$ cat src/shared/vfd_pkg.sv
package vfd_pkg;

  // Display geometry
  localparam int GRID_COUNT   = 11;
  localparam int ANODE_COUNT  = 16;
  localparam int SCAN_LINES   = 6;
  localparam int ADDR_W       = 4;

  // Clock figures: host display clock and the halved controller rate
  localparam int SYS_CLK_KHZ  = 100000;
  localparam int HOST_CLK_KHZ = 1024;
  localparam int CTRL_CLK_KHZ = 512;
  // Cycles of ref_clk per half period of the controller clock
  localparam int HALF_DIV_CYC = SYS_CLK_KHZ / (2 * CTRL_CLK_KHZ);
  localparam logic [7:0] HALF_DIV_LAST = 8'(HALF_DIV_CYC - 1);

  // Grid dwell time and beeper time
  localparam int GRID_DWELL_US = 100;
  localparam int GRID_DWELL_CYC = GRID_DWELL_US * SYS_CLK_KHZ / 1000;
  localparam int BEEP_MS = 200;
  localparam int BEEP_CYC = BEEP_MS * SYS_CLK_KHZ;

  // Anode pattern words, written to the display memory during the fill
  localparam logic [15:0] ANODE_ALL_ON  = 16'hffff;
  localparam logic [15:0] ANODE_ALL_OFF = 16'h0000;
  localparam logic [15:0] TEST1_EVEN    = 16'haaaa;
  localparam logic [15:0] TEST1_ODD     = 16'h5555;
  localparam logic [15:0] TEST2_EVEN    = 16'hff00;
  localparam logic [15:0] TEST2_ODD     = 16'h00ff;

  // Power-up pattern, decoded from the two straps
  typedef enum logic [1:0] {
    PAT_ALL_OFF = 2'h0,
    PAT_ALL_ON  = 2'h1,
    PAT_TEST1   = 2'h2,
    PAT_TEST2   = 2'h3
  } pattern_type;

  // Controller sequence, one-hot
  typedef enum logic [3:0] {
    ST_STRAP = 4'b0001,
    ST_FILL  = 4'b0010,
    ST_READY = 4'b0100,
    ST_IDLE  = 4'b1000
  } state_type;

  // Front-panel drive bundle
  typedef struct packed {
    logic [GRID_COUNT-1:0]  grid;
    logic [ANODE_COUNT-1:0] anode;
  } panel_drive_type;

  // One received command byte
  typedef struct packed {
    logic       valid;
    logic [7:0] data;
  } cmd_type;

endpackage : vfd_pkg

$ cat src/vfd_display_controller.sv
`timescale 1ns/1ps
module vfd_display_controller
  import vfd_pkg::*;
(
  // Clock and reset
  input  wire logic                        ref_clk,
  input  wire logic                        reset,
  // Straps, active low
  input  wire logic                        pattern_sel_a_n,
  input  wire logic                        pattern_sel_b_n,
  // Host clock and command link
  input  wire logic                        host_display_clock,
  input  wire logic                        host_cmd_data,
  input  wire logic                        host_cmd_clock,
  output logic                             ctrl_rx_ready,
  output logic                             controller_clock_half,
  output vfd_pkg::cmd_type                 cmd_out,
  // Display drive
  output vfd_pkg::panel_drive_type         panel_out,
  output logic                             beeper,
  // Key scan lines
  input  wire logic [SCAN_LINES-1:0]       key_scan_line,
  output logic [SCAN_LINES-1:0]            key_pressed
);
  import vfd_pkg::*;

  typedef struct packed {
    logic [1:0]             sa_sync;
    logic [1:0]             sb_sync;
    logic [2:0]             hclk_sync;
    logic [2:0]             cclk_sync;
    logic [1:0]             cdat_sync;
    logic [SCAN_LINES-1:0]  key_s1;
    logic [SCAN_LINES-1:0]  key_s2;
    state_type              state;
    pattern_type            pattern;
    logic [ADDR_W-1:0]      addr;
    logic [ADDR_W-1:0]      scan_idx;
    logic [15:0]            dwell;
    logic [31:0]            beep_cnt;
    logic [2:0]             bit_cnt;
    logic [7:0]             shift;
    logic                   half_clk;
    logic                   ready_n;
    cmd_type                cmd;
    panel_drive_type        drive;
    logic                   beep;
    logic [SCAN_LINES-1:0]  keys;
  } state_all_type;

  state_all_type st_r;
  state_all_type st_nxt;
  logic [ANODE_COUNT-1:0] disp_mem [GRID_COUNT];
  logic                   mem_we;
  logic [ANODE_COUNT-1:0] mem_wdata;

  // Pattern word for one grid position
  function automatic logic [ANODE_COUNT-1:0] pattern_word(
    input pattern_type p,
    input logic [ADDR_W-1:0] a
  );
    case (p)
      PAT_ALL_OFF: pattern_word = ANODE_ALL_OFF;
      PAT_ALL_ON:  pattern_word = ANODE_ALL_ON;
      PAT_TEST1:   pattern_word = a[0] ? TEST1_ODD : TEST1_EVEN;
      PAT_TEST2:   pattern_word = a[0] ? TEST2_ODD : TEST2_EVEN;
      default:     pattern_word = ANODE_ALL_ON;
    endcase
  endfunction : pattern_word

  // Next-state logic
  always_comb
  begin
    st_nxt = st_r;
    mem_we = 1'b0;
    mem_wdata = '0;
    // Pins come from outside; two flops before any use
    st_nxt.sa_sync   = {st_r.sa_sync[0], pattern_sel_a_n};
    st_nxt.sb_sync   = {st_r.sb_sync[0], pattern_sel_b_n};
    st_nxt.hclk_sync = {st_r.hclk_sync[1:0], host_display_clock};
    st_nxt.cclk_sync = {st_r.cclk_sync[1:0], host_cmd_clock};
    st_nxt.cdat_sync = {st_r.cdat_sync[0], host_cmd_data};
    st_nxt.key_s1    = key_scan_line;
    st_nxt.key_s2    = st_r.key_s1;
    // Closed key pulls its line low; idle lines read high
    st_nxt.keys      = ~st_r.key_s2;
    st_nxt.cmd.valid = 1'b0;

    // Halve on each rising host clock edge; only the second and third
    // stages feed the edge detector. Ignored while the stages still
    // hold reset zeros, so a high host clock gives no false edge
    if (st_r.hclk_sync[1] && !st_r.hclk_sync[2] &&
        st_r.state != ST_STRAP)
      st_nxt.half_clk = ~st_r.half_clk;

    case (st_r.state)
      ST_STRAP:
      begin
        // Decode waits until the strap synchroniser has filled
        if (st_r.addr == 4'h2)
        begin
          case ({st_r.sa_sync[1], st_r.sb_sync[1]})
            2'b11:   st_nxt.pattern = PAT_ALL_OFF;
            2'b10:   st_nxt.pattern = PAT_ALL_ON;
            2'b01:   st_nxt.pattern = PAT_TEST1;
            default: st_nxt.pattern = PAT_TEST2;
          endcase
          if (!(st_r.sa_sync[1] && !st_r.sb_sync[1]) &&
              !(st_r.sa_sync[1] && st_r.sb_sync[1]))
          begin
            st_nxt.beep = 1'b1;
            st_nxt.beep_cnt = 32'(BEEP_CYC);
          end
          st_nxt.addr  = '0;
          st_nxt.state = ST_FILL;
        end
        else
          st_nxt.addr = st_r.addr + 4'h1;
      end
      ST_FILL:
      begin
        mem_we = 1'b1;
        mem_wdata = pattern_word(st_r.pattern, st_r.addr);
        if (st_r.addr == 4'(GRID_COUNT - 1))
          st_nxt.state = ST_READY;
        else
          st_nxt.addr = st_r.addr + 4'h1;
      end
      ST_READY:
      begin
        // Reached only after reset has been released
        st_nxt.ready_n = 1'b0;
        st_nxt.state = ST_IDLE;
      end
      ST_IDLE:
      begin
        // Rising command clock samples data, MSB first
        if (st_r.cclk_sync[1] && !st_r.cclk_sync[2])
        begin
          st_nxt.shift = {st_r.shift[6:0], st_r.cdat_sync[1]};
          st_nxt.bit_cnt = st_r.bit_cnt + 3'h1;
          if (st_r.bit_cnt == 3'h7)
          begin
            st_nxt.cmd.valid = 1'b1;
            st_nxt.cmd.data = {st_r.shift[6:0], st_r.cdat_sync[1]};
          end
        end
      end
      default: st_nxt.state = ST_STRAP;
    endcase

    // Beeper times out on its own
    if (st_r.beep)
    begin
      if (st_r.beep_cnt == '0)
        st_nxt.beep = 1'b0;
      else
        st_nxt.beep_cnt = st_r.beep_cnt - 32'h1;
    end

    // Cyclic grid scan; one grid high at a time with its anodes
    if (st_r.state == ST_IDLE || st_r.state == ST_READY)
    begin
      if (st_r.dwell == 16'(GRID_DWELL_CYC - 1))
      begin
        st_nxt.dwell = '0;
        st_nxt.scan_idx = (st_r.scan_idx == 4'(GRID_COUNT - 1)) ?
                          4'h0 : st_r.scan_idx + 4'h1;
      end
      else
        st_nxt.dwell = st_r.dwell + 16'h1;
      st_nxt.drive.grid = '0;
      st_nxt.drive.grid[st_r.scan_idx] = 1'b1;
      st_nxt.drive.anode = disp_mem[st_r.scan_idx];
    end
  end

  // Display memory, written during the fill only
  always_ff @(posedge ref_clk)
  begin
    if (mem_we)
      disp_mem[st_r.addr] <= mem_wdata;
  end

  // State register; ready stays high through reset
  always_ff @(posedge ref_clk or posedge reset)
  begin
    if (reset)
    begin
      st_r <= '0;
      // Key stages start at the idle level; no phantom press after reset
      st_r.key_s1 <= '1;
      st_r.key_s2 <= '1;
      st_r.state <= ST_STRAP;
      st_r.ready_n <= 1'b1;
    end
    else
      st_r <= st_nxt;
  end

  // Outputs straight from flops
  assign ctrl_rx_ready = st_r.ready_n;
  assign controller_clock_half = st_r.half_clk;
  assign cmd_out = st_r.cmd;
  assign panel_out = st_r.drive;
  assign beeper = st_r.beep;
  assign key_pressed = st_r.keys;

endmodule : vfd_display_controller

$ cat config.mk
export PLATFORM = sky130hd
export DESIGN_NAME = vfd_display_controller
export DESIGN_NICKNAME = d
export VERILOG_FILES = /design/src/shared/vfd_pkg.sv /design/src/vfd_display_controller.sv
export SDC_FILE = /design/constraint.sdc
export NUM_CORES = 1
export LEC_CHECK = 0
export ABC_AREA = 1
export BUFFER_PORTS_ARGS = -buffer_cell sky130_fd_sc_hd__clkbuf_2
export CAP_MARGIN = 40
export CORE_ASPECT_RATIO = 1.4
export CORE_MARGIN = 2
export CORE_UTILIZATION = 54
export CTS_CLUSTER_DIAMETER = 80
export CTS_CLUSTER_SIZE = 24
export DETAILED_ROUTE_END_ITERATION = 7
export GPL_TIMING_DRIVEN = 0
export HOLD_SLACK_MARGIN = 0.03
export PLACE_DENSITY_LB_ADDON = 0.15
export SLEW_MARGIN = 10
export SYNTH_ARGS = -nofsm -noshare
export SYNTH_HDL_FRONTEND = slang
export SYNTH_SLANG_ARGS = --single-unit
$ cat constraint.sdc
create_clock -name ref_clk -period 4.65 [get_ports ref_clk]
set_input_delay 1.1625 -clock ref_clk [delete_from_list [all_inputs] [get_ports ref_clk]]
set_output_delay 1.1625 -clock ref_clk [all_outputs]
set_load 0.02 [all_outputs]
# Word level (Yosys, flattened, before mapping)
# Memory sizes are Yosys's and may differ from the RTL's. A register that Yosys moved wholly into a read port is not among the register bits.
# Cells that the tools add are included.
# op_classes
reduce_logical	22
n_bitwise	3
eq_ne	19
div	0
shifts	0
mul	0
add_sub_neg	5
n_lt_le_gt_ge	2
mux	31
# op_table
op	n
$mux 32	5
$mux 16	4
$pmux 16 s4	1
$logic_not 32->1	1
$sub 32x1->32 const B	1
$mux 9	3
$add 16x1->16 const B	1
$eq 16x14->1 const B	1
$mux 4	4
$pmux 4 s4	1
$eq 4x4->1 const B	3
$mux 1	9
$add 4x1->4 const B	2
$eq 2x2->1 const B	4
$eq 4x2->1 const B	2
$pmux 4 s2	1
$reduce_and 2->1	4
$logic_and 1x1->1	7
$mux 6	1
$ne 2x2->1 const B	3
$not 6->6	1
$pmux 2 s3	1
$reduce_and 3->1	2
$logic_not 1->1	5
other kinds (13)	15
# totals
ram_bits	176
latchBits	0
elab_cells	105
romBits	0
ff_bits	125
out_inout_bits	45
mem_count	1
# memory_table
memory	words	word_bits	read_ports	rd_clocked_by_memory_dff	wr	line	rtl
disp_mem	11	16	1	1	1	vfd_display_controller.sv:53	logic [ANODE_COUNT-1:0] disp_mem [GRID_COUNT];

# Depth between registers and ports, before layout
# depth
ltp_word	9
mapped_depth	11

# Worst setup path before layout
# OpenSTA, ideal clock, no wires.
# synth_timing
path_kind	register to register
start	register st_r[108] (netlist name)
end	memory disp_mem[10][13] (enable)
period_less_slack_ns	1.827
setup_time_ns	0.329
arrival_ns	1.498
path_stages_with_launch	7
slack_ns	2.823
t_required_ns	4.321
cell_sequence	dfrtp_1 -> inv_1 -> ha_1 -> inv_1 -> o21ai_0 -> o211ai_1 -> nor2_1
# synth_lines
element	line	rtl
start: declaration	vfd_display_controller.sv:51	state_all_type st_r;
start signal: assignment	vfd_display_controller.sv:198	st_r <= st_nxt;
end: declaration	vfd_display_controller.sv:53	
# No word-level cell before the write port.

# Worst setup path in the final report
# layout_timing
start	register st_r[117] (netlist name)
end	memory disp_mem[0][7] (enable)
# layout_between
elab_chain_cells	4
# layout_rtl
element	line	rtl
$eq 4x2->1	vfd_display_controller.sv:96	case (st_r.state)
$mux 1	vfd_display_controller.sv:96	
$mux 1	vfd_display_controller.sv:181	if (mem_we)
$mux 1 (implied by the code)	vfd_display_controller.sv:182	disp_mem[st_r.addr] <= mem_wdata;
# No other way between the ends.

==> flow_metrics.py <==
metrics = {
    "run_status": {
        "outcome": "finished clean",
    },
    "placed_design": {
        "dp_cells": 1208,
        "routabilityCongestion": 0.926,
        "io_buffers": 57,
        "place_ws_ps": 2330,
        "dp_hpwl_mm": 12.8,
    },
    "critical_path": {
        "cp_slowest_cell": "nor3_1",
        "crit_type": "reg2reg",
        "endpoint_kind": "register",
        "crit_arrival_ps": 2380,
        "crit_fanout": 10,
        "ff2ff_path_depth": 6,
        "setup.worst_path.start_class": "register",
        "critPathMaxStageDelay_ps": 570,
        "path_buf_inv": 3,
        "crit_family": "simple AND/OR/NAND/NOR gates",
        "worstPathCellList": "inv_1 -> nand2_1 -> nor3_1 -> inv_1 -> clkbuf_1 -> nor3_1",
        "cp.depth": 6,
        "cp.required_ps": 4710,
    },
    "timing": {
        "max_freq_mhz": 431,
        "setup_tns_ps": 0,
        "finalHoldViolCount": 0,
        "timing.hold.ws_ps": 349,
        "tightest_slew_ps": 816,
        "final.setup_skew_ps": 14.2,
        "setup_ws_ps": 2330,
        "rsz0062_at_grt": "false",
        "setup_viol_count_final": 0,
        "min_period_ps": 2320,
        "post-route-period-util_pct": 49.9,
        "maxSlewHeadroom_pct": 45.6,
        "slew_viol_final": 0,
    },
    "logic_synthesis": {
        "synth_cell_types": 42,
        "async_flop_share_pct": 74.6,
        "synth_top_family_by_area": "simple AND/OR/NAND/NOR gates",
        "synth_fa_ha_area_share_pct": 1.34,
        "ys_ff_latch": 173,
        "synth.area.mux_share_pct": 0,
        "synth_top_area_share_pct": 34.2,
        "synth_enable_flop_cells": 44,
        "avgSynthCellArea_um2": 8.83,
        "seq_area_frac_synth_pct": 54.3,
        "syn_area_mm2": 0.00841,
        "yosysWarningCount": 0,
        "synth_fp_nets": 975,
        "synth_flop_cell": "dfrtp_1",
        "synthCells": 953,
        "synth_xor_area_share_pct": 2.19,
        "yosys.area.top_type": "dfrtp_1",
        "synth_area_leaders": "dfrtp_1 (34%), edfxtp_1 (16%), nand2_1 (12%)",
        "synthSimpleGateAreaFrac_pct": 25.9,
        "synth_compound_area_share_pct": 6.83,
    },
    "routing": {
        "firstDrtPassIters": 4,
        "postRouteAntennaNets": 0,
        "wl_per_cell_um": 14.0,
        "routed_wirelength_mm": 17.3,
        "drc_errors": 0,
        "drt-initial-drc-count": 333,
        "via_count": 6247,
        "viasPerCell": 5.04,
    },
    "die": {
        "rows": 54,
        "initial_utilization_pct": 54.6,
        "coreArea_mm2": 0.0154,
        "die_w_um": 109,
        "ioPinCount": 58,
        "fp.dieH_um": 152,
        "dieArea_mm2": 0.0166,
    },
    "power": {
        "pwr-share-seq_pct": 44.8,
        "p_per_area_mw_per_mm2": 427,
        "switching_power_w": 0.00131,
        "comb_power_share_pct": 21.6,
        "power_leakage_nw": 4.64,
        "switching_share_pct": 32.2,
        "clkPwrFrac_pct": 33.5,
        "p_int_w": 0.00277,
        "peakVddDrop_uv": 263,
    },
    "clocking": {
        "cts.path.max_buffers": 2,
        "tritoncts": "built",
        "cts_htree_levels": 4,
        "cts-root-buf": "clkbuf_16",
        "clk_latency_ps": 430,
        "cts_setup_buffers": 0,
        "clkSinkCount": 173,
        "clk_pin_slew_ps": 70,
        "holdBufCountCts": 0,
        "numCtsBuffers": 17,
        "ctsResizeCount": 0,
    },
    "cells_and_area": {
        "fin_cells": 1240,
        "diodes": 0,
        "drive_gt1_share_pct": 19.3,
        "final_nets": 1053,
        "mostFrequentLayoutCells": "nand2_1 (275), dfrtp_1 (115), nor2_1 (94)",
        "n_fill_cell": 1368,
        "area_delta_synth_final_pct": 13.6,
        "layout_commonest_cell": "nand2_1",
        "final_util_pct": 62.0,
    },
    "global_route": {
        "grt_pass1_wl_mm": 28.7,
        "overflow": 0,
        "grt_start_max_net_pins": 87,
        "first_global_vias": 6023,
        "antenna_found_initial": 0,
        "grt_util_all_layers_pct": 22.7,
    },
    "job": {
        "cap_violations": 0,
    },
    "min_path": {
        "hold_path_depth": 0,
        "min_path_type": "reg2reg",
    },
}
## area by class of cell
| cell class | count | area, µm² | share of cell area (%) |
|---|---|---|---|
| sequential | 173 | 4570 | 47.8 |
| inverter | 93 | 354 | 3.70 |
| multi-input combinational | 624 | 3050 | 31.9 |
| clock inverter | 12 | 96.3 | 1.01 |
| timing repair buffer | 59 | 320 | 3.35 |
| buffer | 63 | 447 | 4.67 |
| clock buffer | 20 | 479 | 5.01 |
| tap | 196 | 245 | 2.57 |
## state kept, by name (all words and copies together) (netlist names)
register               flops
st_r                      83
disp_mem                  44
panel_out                 15
st_nxt                    13
cmd_out                    9
key_pressed                6
beeper                     1
controller_clock_half      1
ctrl_rx_ready              1
## power groups by stage
stage / sequential (W) / clock (W) / combinational (W)
after global placement: 0.00185 / 0 / 0.000862
final: 0.00183 / 0.00137 / 0.000883
after CTS: 0.00183 / 0.00140 / 0.000888
after global routing: 0.00185 / 0.00145 / 0.00101
after floorplan: 0.00183 / 0 / 0.000701
after detailed placement: 0.00185 / 0 / 0.000882
## synth_stat cells, drive strengths merged, types with 10 or more instances
master / count
nand2: 283
dfrtp: 115
nor2: 107
inv: 92
nand3: 70
o21ai: 60
buf: 58
edfxtp: 44
nor3: 22
xor2: 16
a22oi: 14
dfstp: 14
a21oi: 10
nand4: 10
## final timing paths
path                              from        endpoint  slack (ps)
max                          st_r[117]  disp_mem[0][7]        2330
min                        st_nxt[136]     st_nxt[137]         350
max reg2reg                  st_r[117]  disp_mem[0][7]        2330
min reg2reg                st_nxt[136]     st_nxt[137]         350
max in group asynchronous        reset        st_r[80]        3160
min in group asynchronous        reset  key_pressed[3]         740
## cell families (layout without fill, tap and decap cells)
family          count (synthesis)  count (layout)
fa+ha+maj                       9               9
simple gates                  500             500
buf+inv                       156             247
flops                         173             173
xor+xnor                       21              21
compound gates                 94              94
## routing by layer
layer / global-route usage [%] / vias up / share of wire [%]
met5: 0 / - / 0
met4: 9.75 / 0 / 2.7
met3: 3.76 / 34 / 2.7
met2: 42.1 / 121 / 55
met1: 25.3 / 2904 / 40
li1: - / 3188 / -
## per-stage QoR
| stage | power (W) | cell area (µm²) |
|---|---|---|
| finish | 0.00408 | 9560 |
| global route | 0.00431 | 9560 |
| CTS | 0.00411 | 9560 |
| detailed placement | 0.00273 | 8980 |
| global placement | 0.00271 | 8940 |
| floorplan | 0.00253 | 8410 |
## worst reg2reg max path: cells and delay by family, from the launching register on
kind                   cells  cell delay (ps)
DFF                        1              400
and+or+nand+nor            3              990
buffers and inverters      3              560
(Power assumes the default switching activity.)
